## config.mk

```make
export PLATFORM = sky130hd
export DESIGN_NAME = sac_ctrl
export DESIGN_NICKNAME = d
export VERILOG_FILES = /design/src/core/sac_pkg.sv /design/src/core/sac_ctrl.sv /design/src/core/sac_prescaler.sv /design/src/core/sac_sync.sv
export SDC_FILE = /design/constraint.sdc
export NUM_CORES = 1
export LEC_CHECK = 0
export BUFFER_PORTS_ARGS = -buffer_cell sky130_fd_sc_hd__buf_4
export CAP_MARGIN = 20
export CORE_UTILIZATION = 50
export DETAILED_ROUTE_END_ITERATION = 10
export PLACE_DENSITY_LB_ADDON = 0.12
export SLEW_MARGIN = 20
export SYNTH_ARGS = -nofsm -noshare
export SYNTH_HDL_FRONTEND = slang
export SYNTH_HIERARCHICAL = 1
export SYNTH_SLANG_ARGS = --single-unit
```

## constraint.sdc

```tcl
create_clock -name clk -period 5.2 [get_ports clk]
set_clock_uncertainty 0.05 [all_clocks]
set_input_delay 1.04 -clock clk [delete_from_list [all_inputs] [get_ports clk]]
set_output_delay 1.04 -clock clk [all_outputs]
set_load 0.02 [all_outputs]
```

## src/core/sac_pkg.sv

```systemverilog
// Purpose: shared constants and types of the converter control unit
// Assumes: registers sit one per 32-bit word, byte address is four times the index
// Notes: conversion lengths and sample points count converter clock cycles

package sac_pkg;

  // ---------------------------------------------------------------
  // register map
  // ---------------------------------------------------------------
  localparam logic [7:0] IDX_RESULT = 8'h19;
  localparam logic [7:0] IDX_CHAN = 8'h1B;
  localparam logic [7:0] IDX_CTRL_B = 8'h1C;
  localparam logic [7:0] IDX_CTRL_A = 8'h1D;
  localparam logic [6:0] ADDR_RESULT = 7'(IDX_RESULT * 4);
  localparam logic [6:0] ADDR_CHAN = 7'(IDX_CHAN * 4);
  localparam logic [6:0] ADDR_CTRL_B = 7'(IDX_CTRL_B * 4);
  localparam logic [6:0] ADDR_CTRL_A = 7'(IDX_CTRL_A * 4);
  localparam logic [7:0] RESET_BYTE = 8'h00;

  // ---------------------------------------------------------------
  // field positions of control and status register a, register b and the channel register
  // ---------------------------------------------------------------
  localparam int BIT_EN = 7;
  localparam int BIT_START = 6;
  localparam int BIT_ATE = 5;
  localparam int BIT_FLAG = 4;
  localparam int BIT_IE = 3;
  localparam int DIV_MSB = 2;
  localparam int CHAN_MSB = 1;
  localparam int TSEL_MSB = 2;
  localparam logic [2:0] TSEL_FREE = 3'h0;

  // ---------------------------------------------------------------
  // conversion timing in converter clock cycles
  // ---------------------------------------------------------------
  localparam logic [4:0] LEN_FIRST = 5'h19;
  localparam logic [4:0] LEN_NORMAL = 5'h0D;
  localparam logic [4:0] SH_FIRST = 5'h10;
  localparam logic [4:0] SH_NORMAL = 5'h03;
  localparam logic [7:0] SAR_MSB = 8'h80;

  // prescaler terminal counts: divide by 2,2,4,8,16,32,64,128
  localparam logic [6:0] PS_LIM [0:7] = '{7'h01, 7'h01, 7'h03, 7'h07,
                                          7'h0F, 7'h1F, 7'h3F, 7'h7F};

  typedef enum logic [1:0] {
    ST_IDLE = 2'b00,
    ST_WAIT = 2'b01,
    ST_CONV = 2'b10
  } sac_state_e;

endpackage

```

## src/core/sac_ctrl.sv

```systemverilog
// Purpose: control unit of an 8-bit successive-approximation converter
// Assumes: comparator answers asynchronously whether input >= dac_code
// Notes: registers reached over an Avalon-MM slave with waitrequest
//
// Contract
// channel change waits until conversion completes
// codes 00..11 route inputs 0..3
// free-run restart keeps the old channel
// software picks channel before starting
// software avoids channel writes in free run
// halted sleep starts a single conversion
// sleep-started conversion finishes and raises request
// other sleep modes never disable converter
// result is input times 256 over reference
// result readable once complete flag set
// enable bit on; clearing it aborts
// start bit launches a conversion
// first conversion 25 cycles, later 13
// start reads busy; writing zero ignored
// auto trigger starts on selected rising edge
// outside pins stay quiet during conversion
// complete flag set on end, cleared two ways
// divider codes give 2 to 128
// trigger select picks free run or source
// prescaler runs only while enabled
// abort leaves result and flag untouched
// result and flag change together
//
// The Avalon-MM interface to the registers is this design's own decision.

`timescale 1ns/100ps

module sac_ctrl (
  input wire logic clk,
  input wire logic resetn,
  input wire logic [6:0] avs_address,
  input wire logic [3:0] avs_byteenable,
  input wire logic avs_read,
  input wire logic avs_write,
  input wire logic [31:0] avs_writedata,
  output logic [31:0] avs_readdata,
  output logic avs_waitrequest,
  input wire logic comparator_async,
  input wire logic [6:0] trigger_sources,
  input wire logic cpu_sleep_halted,
  input wire logic irq_ack,
  output logic irq_req,
  output logic [3:0] input_select,
  output logic [7:0] dac_code
);

  // ---------------------------------------------------------------
  // declarations
  // ---------------------------------------------------------------
  logic wait_reg, wait_next;
  logic [31:0] rdata_reg, rdata_next;
  logic en_reg, en_next, ate_reg, ate_next, ie_reg, ie_next;
  logic flag_reg, flag_next, irq_reg, irq_next;
  logic [2:0] div_reg, div_next, tsel_reg, tsel_next;
  logic [1:0] chan_reg, chan_next, act_reg, act_next;
  logic [7:0] result_reg, result_next, work_reg, work_next;
  logic [7:0] mask_reg, mask_next;
  logic [4:0] cyc_reg, cyc_next, last_cyc, sh_cyc;
  logic first_reg, first_next, trig_prev_reg, sleep_prev_reg;
  logic [3:0] sel_reg;
  sac_pkg::sac_state_e state_reg, state_next;
  logic acc, wr, sel_a, sel_b, sel_chan, sel_res;
  logic [7:0] wd, rd_byte;
  logic tick, cmp, trig_sig, trig_start, sleep_start, sw_start;
  logic done, restart, en_rise, flag_clr, presc_clear;

  // ---------------------------------------------------------------
  // helpers
  // ---------------------------------------------------------------
  sac_sync u_cmp_sync (
    .clk(clk),
    .resetn(resetn),
    .d(comparator_async),
    .q(cmp)
  );

  // trigger restart also clears the prescaler for a fixed start delay
  assign presc_clear = !en_reg || trig_start;

  sac_prescaler u_presc (
    .clk(clk),
    .resetn(resetn),
    .clear(presc_clear),
    .div_code(div_reg),
    .tick(tick)
  );

  // ---------------------------------------------------------------
  // bus slave
  // ---------------------------------------------------------------
  // decode and write strobes; access completes when waitrequest is low
  assign acc = (avs_read || avs_write) && !wait_reg;
  assign wr = acc && avs_write && avs_byteenable[0];
  assign wd = avs_writedata[7:0];
  assign sel_a = avs_address == sac_pkg::ADDR_CTRL_A;
  assign sel_b = avs_address == sac_pkg::ADDR_CTRL_B;
  assign sel_chan = avs_address == sac_pkg::ADDR_CHAN;
  assign sel_res = avs_address == sac_pkg::ADDR_RESULT;

  // read view; unmapped addresses read zero
  always_comb begin
    rd_byte = sac_pkg::RESET_BYTE;
    if (sel_a) begin
      rd_byte[sac_pkg::BIT_EN] = en_reg;
      rd_byte[sac_pkg::BIT_START] = state_reg != sac_pkg::ST_IDLE;
      rd_byte[sac_pkg::BIT_ATE] = ate_reg;
      rd_byte[sac_pkg::BIT_FLAG] = flag_reg;
      rd_byte[sac_pkg::BIT_IE] = ie_reg;
      rd_byte[sac_pkg::DIV_MSB:0] = div_reg;
    end else if (sel_b) begin
      rd_byte[sac_pkg::TSEL_MSB:0] = tsel_reg;
    end else if (sel_chan) begin
      rd_byte[sac_pkg::CHAN_MSB:0] = chan_reg;
    end else if (sel_res) begin
      rd_byte = result_reg;
    end
  end

  // one wait cycle per request keeps read data a flop output
  always_comb begin
    wait_next = 1'b1;
    rdata_next = rdata_reg;
    if ((avs_read || avs_write) && wait_reg) begin
      wait_next = 1'b0;
      rdata_next = {24'h000000, rd_byte};
    end
  end

  always_ff @(posedge clk or negedge resetn) begin
    if (!resetn) begin
      wait_reg <= 1'b1;
      rdata_reg <= 32'h00000000;
    end else begin
      wait_reg <= wait_next;
      rdata_reg <= rdata_next;
    end
  end

  // ---------------------------------------------------------------
  // configuration registers
  // ---------------------------------------------------------------
  always_comb begin
    en_next = en_reg;
    ate_next = ate_reg;
    ie_next = ie_reg;
    div_next = div_reg;
    tsel_next = tsel_reg;
    chan_next = chan_reg;
    if (wr && sel_a) begin
      en_next = wd[sac_pkg::BIT_EN];
      ate_next = wd[sac_pkg::BIT_ATE];
      ie_next = wd[sac_pkg::BIT_IE];
      div_next = wd[sac_pkg::DIV_MSB:0];
    end
    if (wr && sel_b) begin
      tsel_next = wd[sac_pkg::TSEL_MSB:0];
    end
    if (wr && sel_chan) begin
      chan_next = wd[sac_pkg::CHAN_MSB:0];
    end
  end

  always_ff @(posedge clk or negedge resetn) begin
    if (!resetn) begin
      en_reg <= 1'b0;
      ate_reg <= 1'b0;
      ie_reg <= 1'b0;
      div_reg <= 3'h0;
      tsel_reg <= 3'h0;
      chan_reg <= 2'h0;
    end else begin
      en_reg <= en_next;
      ate_reg <= ate_next;
      ie_reg <= ie_next;
      div_reg <= div_next;
      tsel_reg <= tsel_next;
      chan_reg <= chan_next;
    end
  end

  // ---------------------------------------------------------------
  // start sources
  // ---------------------------------------------------------------
  // code 000 is free running and never makes an edge itself
  assign trig_sig = (tsel_reg == sac_pkg::TSEL_FREE) ? 1'b0 :
                    trigger_sources[3'(tsel_reg - 3'h1)];
  // edges while busy are dropped, not queued
  assign trig_start = ate_reg && trig_sig && !trig_prev_reg && en_reg &&
                      state_reg == sac_pkg::ST_IDLE;
  // only the halted idle or noise-reduction sleep reaches this input
  assign sleep_start = cpu_sleep_halted && !sleep_prev_reg && en_reg &&
                       !ate_reg && ie_reg && state_reg == sac_pkg::ST_IDLE;
  assign sw_start = wr && sel_a && wd[sac_pkg::BIT_START] && en_next;
  assign en_rise = en_next && !en_reg;
  assign last_cyc = first_reg ? sac_pkg::LEN_FIRST - 5'h01 :
                    sac_pkg::LEN_NORMAL - 5'h01;
  assign sh_cyc = first_reg ? sac_pkg::SH_FIRST : sac_pkg::SH_NORMAL;
  assign done = state_reg == sac_pkg::ST_CONV && tick && cyc_reg == last_cyc;
  // free running restarts at once, whatever the flag holds
  assign restart = done && ate_reg && tsel_reg == sac_pkg::TSEL_FREE && en_next;
  assign flag_clr = irq_ack || (wr && sel_a && wd[sac_pkg::BIT_FLAG]);

  // ---------------------------------------------------------------
  // conversion engine
  // ---------------------------------------------------------------
  always_comb begin
    state_next = state_reg;
    cyc_next = cyc_reg;
    work_next = work_reg;
    mask_next = mask_reg;
    result_next = result_reg;
    act_next = act_reg;
    case (state_reg)
      sac_pkg::ST_IDLE: begin
        if (sw_start || trig_start || sleep_start) begin
          state_next = sac_pkg::ST_WAIT;
        end
      end
      sac_pkg::ST_WAIT: begin
        // conversion begins on the next converter clock edge
        if (tick) begin
          state_next = sac_pkg::ST_CONV;
          cyc_next = 5'h00;
          mask_next = 8'h00;
        end
      end
      sac_pkg::ST_CONV: begin
        if (tick) begin
          cyc_next = cyc_reg + 5'h01;
          if (cyc_reg == sh_cyc) begin
            work_next = sac_pkg::SAR_MSB;
            mask_next = sac_pkg::SAR_MSB;
          end else if (mask_reg != 8'h00) begin
            // keep the trial bit only if input >= trial level
            work_next = (cmp ? work_reg : (work_reg & ~mask_reg)) |
                        (mask_reg >> 1);
            mask_next = mask_reg >> 1;
          end
          if (done) begin
            result_next = work_next;
            cyc_next = 5'h00;
            mask_next = 8'h00;
            state_next = restart ? sac_pkg::ST_CONV : sac_pkg::ST_IDLE;
          end
        end
      end
      default: begin
        state_next = sac_pkg::ST_IDLE;
      end
    endcase
    // selection follows the register except while a conversion holds it
    if (state_reg != sac_pkg::ST_CONV || (tick && cyc_reg == last_cyc)) begin
      act_next = chan_reg;
    end
    if (!en_next) begin
      state_next = sac_pkg::ST_IDLE;
      result_next = result_reg;
    end
  end

  // flag set by completion wins over any clear in the same cycle
  always_comb begin
    first_next = en_rise || (first_reg && !done);
    flag_next = flag_reg;
    if (flag_clr) begin
      flag_next = 1'b0;
    end
    if (done && en_next) begin
      flag_next = 1'b1;
    end
    irq_next = flag_next && ie_next;
  end

  always_ff @(posedge clk or negedge resetn) begin
    if (!resetn) begin
      state_reg <= sac_pkg::ST_IDLE;
      cyc_reg <= 5'h00;
      work_reg <= 8'h00;
      mask_reg <= 8'h00;
      result_reg <= sac_pkg::RESET_BYTE;
      act_reg <= 2'h0;
      first_reg <= 1'b0;
      flag_reg <= 1'b0;
      irq_reg <= 1'b0;
      trig_prev_reg <= 1'b0;
      sleep_prev_reg <= 1'b0;
    end else begin
      state_reg <= state_next;
      cyc_reg <= cyc_next;
      work_reg <= work_next;
      mask_reg <= mask_next;
      result_reg <= result_next;
      act_reg <= act_next;
      first_reg <= first_next;
      flag_reg <= flag_next;
      irq_reg <= irq_next;
      trig_prev_reg <= trig_sig;
      sleep_prev_reg <= cpu_sleep_halted;
    end
  end

  // ---------------------------------------------------------------
  // input routing, one enable per analog input
  // ---------------------------------------------------------------
  genvar gi;
  generate
    for (gi = 0; gi < 4; gi++) begin : g_route
      always_ff @(posedge clk or negedge resetn) begin
        if (!resetn) begin
          sel_reg[gi] <= (gi == 0);
        end else begin
          sel_reg[gi] <= act_next == 2'(gi);
        end
      end
    end
  endgenerate

  assign avs_waitrequest = wait_reg;
  assign avs_readdata = rdata_reg;
  assign irq_req = irq_reg;
  assign input_select = sel_reg;
  assign dac_code = work_reg;
endmodule

```

## src/core/sac_prescaler.sv

```systemverilog
// Purpose: converter clock prescaler giving one tick per converter cycle
// Assumes: clear is held while the converter is off or a trigger restarts it
// Notes: tick is a one-cycle pulse from a flop

`timescale 1ns/100ps

module sac_prescaler (
  input wire logic clk,
  input wire logic resetn,
  input wire logic clear,
  input wire logic [2:0] div_code,
  output logic tick
);

  logic [6:0] cnt_reg, cnt_next;
  logic tick_reg, tick_next;

  // counter runs only while not cleared; terminal count picks the divide
  always_comb begin
    tick_next = 1'b0;
    cnt_next = cnt_reg + 7'h01;
    if (clear) begin
      cnt_next = 7'h00;
    end else if (cnt_reg >= sac_pkg::PS_LIM[div_code]) begin
      cnt_next = 7'h00;
      tick_next = 1'b1;
    end
  end

  always_ff @(posedge clk or negedge resetn) begin
    if (!resetn) begin
      cnt_reg <= 7'h00;
      tick_reg <= 1'b0;
    end else begin
      cnt_reg <= cnt_next;
      tick_reg <= tick_next;
    end
  end

  assign tick = tick_reg;

endmodule

```

## src/core/sac_sync.sv

```systemverilog
// Purpose: three-stage synchroniser for an asynchronous level
// Assumes: input may change at any time relative to clk
// Notes: output follows only when the second and third stages agree

`timescale 1ns/100ps

module sac_sync (
  input wire logic clk,
  input wire logic resetn,
  input wire logic d,
  output logic q
);

  logic s1_reg, s2_reg, s3_reg, q_reg;
  logic q_next;

  // a glitch that reaches only one stage never moves the output
  always_comb begin
    q_next = (s2_reg == s3_reg) ? s3_reg : q_reg;
  end

  always_ff @(posedge clk or negedge resetn) begin
    if (!resetn) begin
      s1_reg <= 1'b0;
      s2_reg <= 1'b0;
      s3_reg <= 1'b0;
      q_reg <= 1'b0;
    end else begin
      s1_reg <= d;
      s2_reg <= s1_reg;
      s3_reg <= s2_reg;
      q_reg <= q_next;
    end
  end

  assign q = q_reg;

endmodule

```

==> results of run 1 <==
path summary, 6_finish.rpt:
check,startpoint,to,slack [ns],depth (start not counted)
max,avs_address[0],result_reg[6],2.40,6
min,u_cmp_sync/s1_reg,u_cmp_sync/s2_reg,0.31,0
max reg2reg,tsel_reg[0],u_presc/tick,2.66,7
min reg2reg,u_cmp_sync/s1_reg,u_cmp_sync/s2_reg,0.31,0
max in group asynchronous,resetn,mask_reg[5],3.72,1
min in group asynchronous,resetn,cyc_reg[0],0.75,1
metal layers:
layer  routed length, µm  track usage (%)
met4                 106             6.59
met3                 325             5.92
met5                   0                0
met2                3670             33.4
met1                3690             27.4
kinds of logic (layout without fill, tap and decap cells):
| group | count (synthesis) | in the layout |
|---|---|---|
| buffers and inverters | 45 | 79 |
| other | 1 | 24 |
| flip-flops | 74 | 74 |
| AO/OA/AOI/OAI | 75 | 75 |
| multiplexers | 31 | 31 |
| adder cells (fa/ha/maj) | 15 | 15 |
| XOR/XNOR | 5 | 5 |
| AND/OR/NAND/NOR | 113 | 113 |
through the flow:
stage | hold slack, ns | utilization (%)
final | 0.309 | 60.8
after global routing | 0.320 | 60.8
after CTS | 0.315 | 60.7
after detailed placement | 0.296 | 57.4
after global placement | 0.288 | 57.4
after floorplan | 0.281 | -
power by group through the flow:
stage	Combinational [mW]	Sequential, mW	Clock, mW
2_1_floorplan	0.0550	0.603	0
3_3_place_gp	0.0801	0.602	0
3_5_place_dp	0.0810	0.603	0
4_1_cts	0.0811	0.591	0.548
5_1_grt	0.0890	0.593	0.570
6_report	0.0803	0.591	0.533
layout make-up:
cell class	count	area, µm²	share of cell area, %
flip-flops and latches	74	1850	41.4
multi-input cells	263	1830	40.8
repair buffers	51	383	8.54
clock buffers	13	179	3.99
well taps	99	124	2.76
clock inverters	3	68.8	1.54
inverters	12	45.0	1.00
synth_stat cells, drive strengths merged, types with 2 or more instances:
cell / instances / area (µm²)
o2bb2ai: 2 / 17.5
dfrtp: 72 / 1800
nand3b: 3 / 22.5
o31ai: 13 / 97.6
a22oi: 2 / 15.0
mux2i: 10 / 100
nand4: 2 / 12.5
and4b: 2 / 20.0
nor2b: 8 / 57.6
nor2: 15 / 56.3
nor3: 10 / 60.1
a21oi: 17 / 96.4
dfstp: 2 / 52.6
a21o: 3 / 23.8
and3: 3 / 18.8
xor2: 4 / 35.0
inv: 12 / 45.0
nand2b: 18 / 113
nand2: 32 / 120
buf: 31 / 226
a22o: 9 / 78.8
a31oi: 2 / 12.5
clkbuf: 2 / 7.51
ha: 14 / 175
o21ai: 18 / 93.8
nand3: 12 / 60.1
mux2: 21 / 267
worst max-delay path, stage by stage:
cell and delay, ns:
buf_4 0.10, and4bb_1 0.30, and4b_1 0.54, mux2_4 0.28
nor2b_4 0.38, mux2_4 0.33
==> run summary, run 1 <==
Worst vdd ir - 0.165 mV
CTS tree - built
# hold bufs at CTS - 0
Reg clk slew, reported paths - 0.08 ns
Routed len/inst - 15.1 µm
Slew margin rel. - 28.6%
Ys flop type - dfrtp_1
Critical path class - input pin to flip-flop
YS warnings - 6
Area growth syn-to-layout - 15.8%
Max clock buf depth - 2
Routed WL - 7.80 mm
# IOs - 103
Worst-skew pair later-pin latency - 0.35 ns
Leakage power - 2.13 nW
Final Cell Area - 4480 µm²
Core Rows - 31
Final max-slew violation count - 0
CTS sink count - 74
Int Pwr - 0.938 mW
Antenna cells - 0
Critical Path Fanout Max - 10
Vias per cell - 5.34
Number of fill cells - 626
DRC viols - 0
Sequential fraction of the synthesis area - 47.9%
Sw Ratio - 22.2%
# Max-Cap Violations - 0
Layout cell share with drive strength beyond 1 - 24.5%
Pin count of the biggest net entering global routing - 75
Non-filler cells, final - 515
Global route total overflow - 0
Placement Cell Area - 4230 µm²
Cell area after synthesis - 3870 µm²
Period utilization - 53.8%
Detailed placement HPWL - 5.61 mm
Worst-margin pin slew - 1.06 ns
Final Power - 1.20 mW
Flop pwr share - 49.1%
Total setup buffers inserted after CTS - 0
Critical Path AT - 2.98 ns
Period minus WS final - 2.80 ns
Number of antenna-violating nets in the routed design - 0
Number of port buffers - 51
EDFF count, synth - 0
Synth Area in XOR/XNOR - 1.13%
Final setup TNS - 0 ns
Yosys reg bits - 74
Post-Synth Simple-Gate Area - 15.9%
Root Buffer - clkbuf_8
WP data required - 5.38 ns
Chip width - 90.0 µm
Combinational share of power - 6.7%
DR vias - 2752
Initial cell density of the core - 52.5%
Global Route Usage Sum - 20.8%
Number of global-route vias before repair - 2712
Status - complete, no violations
Dpl ws - 2.05 ns
Compound-gate portion of the synthesized area - 13.4%
Commonest non-fill, non-tap cell in the layout - dfrtp_1
RSZ-0062 raised after global routing - false
Sw power - 0.267 mW
Most frequent cells in the layout - dfrtp_1, buf_4, nand2_1
Cts repair resizes - 0
Syn avg cell area - 10.8 µm²
Post-synthesis mux area share - 9.47%
Antenna violations before repair - 0
Ys async rst share - 100%
Syn Inst Count - 359
First drt pass iteration count - 4
Chip height - 90.0 µm
Crit path launch type - input pin
RD Place Congestion - 0.813
Final hold vios - 0
Drt initial violations - 135
F_max - 0.357 GHz
Clock power share - 44.2%
Global-route wire length before repair - 13.3 mm
Core footprint - 7370 µm²
Placed cells - 499
Final net count - 482
H-tree Lvls - 3
# setup viols final - 0
CTS buffer count - 9
Synth Area in Adders - 4.82%
Yosys cell types - 57
Worst setup margin - 2.40 ns
Die area - 8100 µm²
Min-delay worst type - flip-flop to flip-flop
Main combinational cell family by area after synthesis - simple AND/OR/NAND/NOR gates
Pwr dens - 269 nW/µm²
Crit end category - flip-flop
Power figures use the tool's default switching activity.
==> run 2, diff against run 1 <==
--- a/config.mk
+++ b/config.mk
@@ -5,9 +5,10 @@
 export SDC_FILE = /design/constraint.sdc
 export NUM_CORES = 1
 export LEC_CHECK = 0
+export ABC_AREA = 1
 export BUFFER_PORTS_ARGS = -buffer_cell sky130_fd_sc_hd__buf_4
 export CAP_MARGIN = 20
-export CORE_UTILIZATION = 50
+export CORE_UTILIZATION = 48
 export DETAILED_ROUTE_END_ITERATION = 10
 export PLACE_DENSITY_LB_ADDON = 0.12
 export SLEW_MARGIN = 20
==> constraint.sdc (replaced) <==
create_clock -name clk -period 2.4 [get_ports clk]
set_clock_uncertainty 0.05 [all_clocks]
set_input_delay 0.48 -clock clk [delete_from_list [all_inputs] [get_ports clk]]
set_output_delay 0.48 -clock clk [all_outputs]
set_load 0.02 [all_outputs]
==> run 2 against run 1 <==
Synthesized cell count increased by 38%. Combinational power increased to 2.7 times the previous value. Sequential power is 120% higher. First-iteration DRC count increased by 13%. Utilization fell by 1.9 points. Sequential share of layout area fell by 1.5 points.
==> run summary, run 2 <==
Status - complete, no violations
EDFF count, synth - 0 (unchanged)
Ys async rst share - 100% (unchanged)
Vias per cell - 4.90 (-8.2%)
Layout cell share with drive strength beyond 1 - 18.8% (-5.8 points)
FF-to-FF End - u_presc/cnt_reg[0]
Final max-slew violation count - 0 (unchanged)
Commonest non-fill, non-tap cell in the layout - nand2_1
Met1 Resource Use GR - 27.8% (+0.49 points)
Reg2Reg Launch Point - tsel_reg[0]
Critical path class - flip-flop to flip-flop
H-tree Lvls - 3 (unchanged)
Cell area after synthesis - 4010 µm² (+3.5%)
Slew margin rel. - 51.3% (+23 points)
Chip width - 93.4 µm (+3.8%)
Number of port buffers - 51 (unchanged)
Worst-margin pin slew - 0.730 ns (-0.334 ns)
Worst setup margin - 0.351 ns (-2.05 ns)
# hold bufs at CTS - 0 (unchanged)
# Max-Cap Violations - 0 (unchanged)
M2 GR Usage - 32.0% (-1.4 points)
Critical Path Fanout Max - 6 (-4)
Root Buffer - clkbuf_8
Final setup TNS - 0 ns (unchanged)
CTS buffer count - 9 (unchanged)
Number of global-route vias before repair - 2994 (+10%)
Cts repair resizes - 0 (unchanged)
DR vias - 3246 (+18%)
Placement Cell Area - 4400 µm² (+4.1%)
Worst-skew pair later-pin latency - 0.35 ns (about the same)
# setup viols final - 0 (unchanged)
Final net count - 626 (+30%)
Most common cell in the netlist - nand2_1
WP data required - 2.63 ns (-2.75 ns)
Proportion of netlist area held by the largest area contributor - 45.0% (-1.6 points)
Yosys cell types - 41 (-28%)
Non-filler cells, final - 662 (+29%)
Detailed placement HPWL - 6.02 mm (+7.3%)
Placed cells - 646 (+29%)
Syn avg cell area - 8.06 µm² (-25%)
Core footprint - 7890 µm² (+7.0%)
Number of antenna-violating nets in the routed design - 0 (unchanged)
Pin count of the biggest net entering global routing - 59 (-21%)
Dpl ws - 0.368 ns (-1.69 ns)
Syn Inst Count - 497 (+38%)
F_max - 0.488 GHz
Ys flop type - dfrtp_1
Initial cell density of the core - 50.8% (-1.7 points)
R2r setup slk - 0.35 ns (-2.31 ns)
RD Place Congestion - 0.853 (+4.8%)
Core Rows - 32 (+3.2%)
Critical Path AT - 2.28 ns (-0.70 ns)
First drt pass iteration count - 4 (unchanged)
Most area-consuming cells after synthesis - dfrtp_1, nand2_1, inv_1, buf_4, ha_1
Reg clk slew, reported paths - 0.08 ns (about the same)
Chip height - 93.4 µm (+3.8%)
Max clock buf depth - 2 (unchanged)
CTS sink count - 74 (unchanged)
Area growth syn-to-layout - 16.0%
Critical Path Source - tsel_reg[0]
Die area - 8720 µm² (+7.7%)
Global route total overflow - 0 (unchanged)
Number of fill cells - 719 (+15%)
Routed len/inst - 12.5 µm (-18%)
RSZ-0062 raised after global routing - false
Most frequent cells in the layout - nand2_1, dfrtp_1, inv_1
Pwr dens - 579 nW/µm² (+120%)
Total setup buffers inserted after CTS - 0 (unchanged)
Sequential fraction of the synthesis area - 46.3% (-1.6 points)
Yosys top cell by area - dfrtp_1
Crit end category - flip-flop
Top Usage Layer GRT - met2
YS warnings - 6 (unchanged)
Synth top cells by count - nand2_1, dfrtp_1, inv_1, nor2_1, nand3_1
Antenna cells - 0 (unchanged)
DRC viols - 0 (unchanged)
Global-route wire length before repair - 13.8 mm (+4.0%)
CTS tree - built
Routed WL - 8.26 mm (+5.9%)
Period minus WS final - 2.05 ns
Worst vdd ir - 0.363 mV (+120%)
Yosys reg bits - 74 (unchanged)
# IOs - 103 (unchanged)
Global Route Usage Sum - 20.5% (-0.36 points)
Min-delay worst type - input pin to async pin
Period utilization - 85.4%
Drt initial violations - 152 (+13%)
Met3 Usage GRT - 4.15% (-1.8 points)
Final Cell Area - 4650 µm² (+3.7%)
Leakage power - 2.40 nW (+13%)
Final hold vios - 0 (unchanged)
Crit path launch type - flip-flop
Reg2reg path depth - 9 (+2)
Worst hold slack - 0.139 ns (-0.170 ns)
Antenna violations before repair - 0 (unchanged)
==> run 2: changes by cell type after synthesis, moves of 9 or more <==
| cell | change |
|---|---|
| nand3_1 | +17 |
| nand2b_1 | -18 |
| mux2i_1 | -10 |
| inv_1 | +51 |
| o31ai_1 | -13 |
| nand2_1 | +100 |
| o21ai_0 | +11 |
| nor2_1 | +25 |
| mux2_2 | -13 |
| a22o_1 | -9 |
| o21ai_1 | +9 |
==> run 2: worst max-delay path by stage <==
stage,to,slack (ns),depth (start not counted)
3_3_place_gp,u_presc/cnt_reg[0],0.41,9
2_1_floorplan,u_presc/cnt_reg[0],0.57,9
4_1_cts,u_presc/cnt_reg[0],0.35,9
3_5_place_dp,u_presc/cnt_reg[0],0.37,9
6_report,u_presc/cnt_reg[0],0.35,9
5_1_grt,u_presc/cnt_reg[0],0.14,9
==> run 2: kinds of logic (layout without fill, tap and decap cells) <==
logic type               count (synthesis)  after routing  synth area share [%]
other                                    1             24                0.0936
AND/OR/NAND/NOR                        231            231                  26.0
AO/OA/AOI/OAI                           75             75                  10.8
flip-flops                              74             74                  46.3
XOR/XNOR                                 1              1                 0.219
adder cells (fa/ha/maj)                 14             14                  4.37
buffers and inverters                  101            141                  12.2
==> run 2: cell type report <==
type	count	area, µm²	area share, %
Multi-Input combinational cell	345	1750	37.6
Inverter	71	268	5.76
Tap cell	102	128	2.75
Timing Repair Buffer	54	405	8.72
Sequential cell	74	1850	39.9
Clock inverter	5	103	2.21
Clock buffer	11	141	3.04
==> run 2: power by group <==
part | total, mW | switching (mW) | internal (mW)
Clock | 1.18 | 0.460 | 0.718
Combinational | 0.217 | 0.142 | 0.0748
Sequential | 1.30 | 0.0220 | 1.27
==> run 2: critical path: stages (launching register included) <==
cell	delay (ns)
dfrtp_1	0.43
inv_1	0.12
ha_1	0.22
ha_1	0.28
nor2_1	0.10
nand2_1	0.07
nand4_1	0.12
nand2_1	0.16
or2_2	0.33
nor2_1	0.10
==> run 2: metal layers <==
layer  wire length (µm)  vias to the layer above  share of wire [%]
met1               4010                     1510                 49
met2               3820                       85                 46
met5                  0                        -                  0
met3                413                        2                5.0
li1                   -                     1649                  -
met4                 20                        0               0.24
==> run 2: per-stage QoR <==
step / power, mW / util [%]
after floorplan: 1.46 / -
after global routing: 2.81 / 58.9
after CTS: 2.72 / 58.9
after detailed placement: 1.54 / 55.8
final: 2.69 / 58.9
after global placement: 1.54 / 55.8
==> run 3, diff against run 2 <==
--- a/config.mk
+++ b/config.mk
@@ -8,7 +8,8 @@
 export ABC_AREA = 1
 export BUFFER_PORTS_ARGS = -buffer_cell sky130_fd_sc_hd__buf_4
 export CAP_MARGIN = 20
-export CORE_UTILIZATION = 48
+export CORE_ASPECT_RATIO = 1.5
+export CORE_UTILIZATION = 50
 export DETAILED_ROUTE_END_ITERATION = 10
 export PLACE_DENSITY_LB_ADDON = 0.12
 export SLEW_MARGIN = 20
==> constraint.sdc (replaced) <==
create_clock -name clk -period 2.6 [get_ports clk]
set_clock_uncertainty 0.05 [all_clocks]
set_input_delay 0.52 -clock clk [delete_from_list [all_inputs] [get_ports clk]]
set_output_delay 0.52 -clock clk [all_outputs]
set_load 0.02 [all_outputs]
==> run 3 against run 2 <==
Critical path depth unchanged. First-iteration DRC count increased by 8.6%. Wire length decreased by 1.6%. Cell count decreased by 0.15%. Worst setup slack gained 0.21 ns. Clock power grew 6%. Worst hold slack better by 0.10 ns. Total power fell by 1.6%. Cell area is 1.2% higher. Global-route usage increased by 1.8 points. Sequential power fell by 8%. Utilization rose by 2.1 points.
==> run summary, run 3 (synthesized netlist as in run 2, its figures left out) <==
Status - complete, no violations
Reg2Reg Launch Point - tsel_reg[0]
Antenna cells - 0 (unchanged)
Routed len/inst - 12.3 µm (-1.4%)
Cell Chain, Critical Path - inv_1, ha_1, ha_1, nor2_1, nand2_1, nand4_1, nand2_1, or2_2, nor2_1
RSZ-0062 raised after global routing - false
Final Power - 2.65 mW (-1.6%)
Commonest non-fill, non-tap cell in the layout - nand2_1
Global route total overflow - 0 (unchanged)
Core Rows - 39 (+22%)
Initial cell density of the core - 52.0% (+1.2 points)
Final net count - 625 (-0.16%)
First drt pass iteration count - 6 (+2)
Area growth syn-to-layout - 17.3%
FF-to-FF End - u_presc/cnt_reg[0]
Final max-slew violation count - 0 (unchanged)
Leakage power - 2.42 nW (+0.68%)
Reg clk slew, reported paths - 0.06 ns (-0.02 ns)
Reg2reg path depth - 9 (unchanged)
Slew margin rel. - 39.0% (-12 points)
Total setup buffers inserted after CTS - 0 (unchanged)
Layout cell share with drive strength beyond 1 - 18.8% (+0.034 points)
DRC viols - 0 (unchanged)
Vias per cell - 4.90 (about the same)
Die area - 8380 µm² (-3.8%)
Core footprint - 7710 µm² (-2.3%)
Worst vdd ir - 0.442 mV (+22%)
CP peak stage delay - 0.42 ns (about the same)
CTS buffer count - 9 (unchanged)
Dpl ws - 0.565 ns (+0.197 ns)
# IOs - 103 (unchanged)
Detailed placement HPWL - 6.00 mm (-0.30%)
Cts repair resizes - 0 (unchanged)
Period minus WS final - 2.04 ns (-0.0133 ns)
Number of port buffers - 51 (unchanged)
# Max-Cap Violations - 0 (unchanged)
Crit path max-delay family - simple AND/OR/NAND/NOR gates
Chip height - 112 µm (+20%)
Post-layout util - 61.0% (+2.1 points)
RD Place Congestion - 0.854 (+0.16%)
Global Route Usage Sum - 22.2% (+1.8 points)
H-tree Lvls - 3 (unchanged)
Root Buffer - clkbuf_16
Levels on crit path - 9 (unchanged)
Critical Path Fanout Max - 6 (unchanged)
DR vias - 3241 (-0.15%)
Min-delay worst type - input pin to flip-flop
Routed WL - 8.13 mm (-1.6%)
Met3 Usage GRT - 5.25% (+1.1 points)
Final setup TNS - 0 ns (unchanged)
F_max - 0.491 GHz (+0.65%)
Pin count of the biggest net entering global routing - 75 (+27%)
Worst-margin pin slew - 0.915 ns (+0.185 ns)
Critical path endpoint - u_presc/cnt_reg[0]
CP max-delay cell - dfrtp_1
Pwr dens - 563 nW/µm² (-2.8%)
M2 GR Usage - 36.9% (+5.0 points)
Number of fill cells - 732 (+1.8%)
CTS tree - built
# setup viols final - 0 (unchanged)
Crit path launch type - flip-flop
Critical path class - flip-flop to flip-flop
Placed cells - 645 (-0.15%)
Non-filler cells, final - 661 (-0.15%)
Crit end category - flip-flop
Critical Path Source - tsel_reg[0]
Final hold vios - 0 (unchanged)
# hold bufs at CTS - 0 (unchanged)
Drt initial violations - 165 (+8.6%)
Critical Path AT - 2.25 ns (-0.03 ns)
Top Usage Layer GRT - met2
Number of antenna-violating nets in the routed design - 0 (unchanged)
Met1 Resource Use GR - 26.7% (-1.1 points)
Antenna violations before repair - 0 (unchanged)
Global-route wire length before repair - 14.1 mm (+2.5%)
Number of global-route vias before repair - 3121 (+4.2%)
Worst Path Buf+Inv - 1 (unchanged)
Max clock buf depth - 2 (unchanged)
Period utilization - 78.3% (-7.1 points)
R2r setup slk - 0.56 ns (+0.21 ns)
Worst-skew pair later-pin latency - 0.33 ns (-0.02 ns)
Chip width - 75.1 µm (-20%)
Most frequent cells in the layout - nand2_1, dfrtp_1, inv_1
WP data required - 2.81 ns (+0.18 ns)
Worst setup margin - 0.564 ns (+0.213 ns)
CTS sink count - 74 (unchanged)
-- run 3: power breakdown --
group	internal, mW	switching (mW)	total (mW)
clock	0.768	0.482	1.25
combinational	0.0692	0.130	0.199
sequential	1.18	0.0196	1.20
total	2.01	0.632	2.65
-- run 3: layout make-up --
cell class,count,area [µm²],area share (%)
clock inverter,6,66.3,1.41
multi-input combinational,345,1750,37.2
clock buffer,10,239,5.08
timing repair buffer,53,398,8.46
sequential,74,1850,39.4
tap,102,128,2.71
inverter,71,268,5.70
-- run 3: worst min-delay path by stage --
stage | start | to | slack (ns) | cells after the start
after floorplan | resetn | act_reg[0] | 0.17 | 0
after global placement | u_cmp_sync/s1_reg | u_cmp_sync/s2_reg | 0.30 | 0
after detailed placement | u_cmp_sync/s1_reg | u_cmp_sync/s2_reg | 0.30 | 0
after CTS | comparator_async | u_cmp_sync/s1_reg | 0.23 | 1
after global routing | comparator_async | u_cmp_sync/s1_reg | 0.23 | 1
final | comparator_async | u_cmp_sync/s1_reg | 0.24 | 1
-- run 3: metal layers --
layer	up-vias	share of wire, %
li1	1656	-
met1	1501	43
met2	70	51
met3	14	3.6
met4	0	2.5
met5	-	0
-- run 3: metrics by stage --
step                      area, µm²  hold slack (ns)
after floorplan                4090            0.174
after CTS                      4700            0.231
after global placement         4400            0.298
after global routing           4700            0.228
final                          4700            0.241
after detailed placement       4400            0.298
-- run 3: worst reg2reg max path, cell delays in order, from the launching register on --
cell and delay, ns:
dfrtp_1 0.42, inv_1 0.13, ha_1 0.22, ha_1 0.28, nor2_1 0.11, nand2_1 0.07
nand4_1 0.11, nand2_1 0.16, or2_2 0.33, nor2_1 0.10
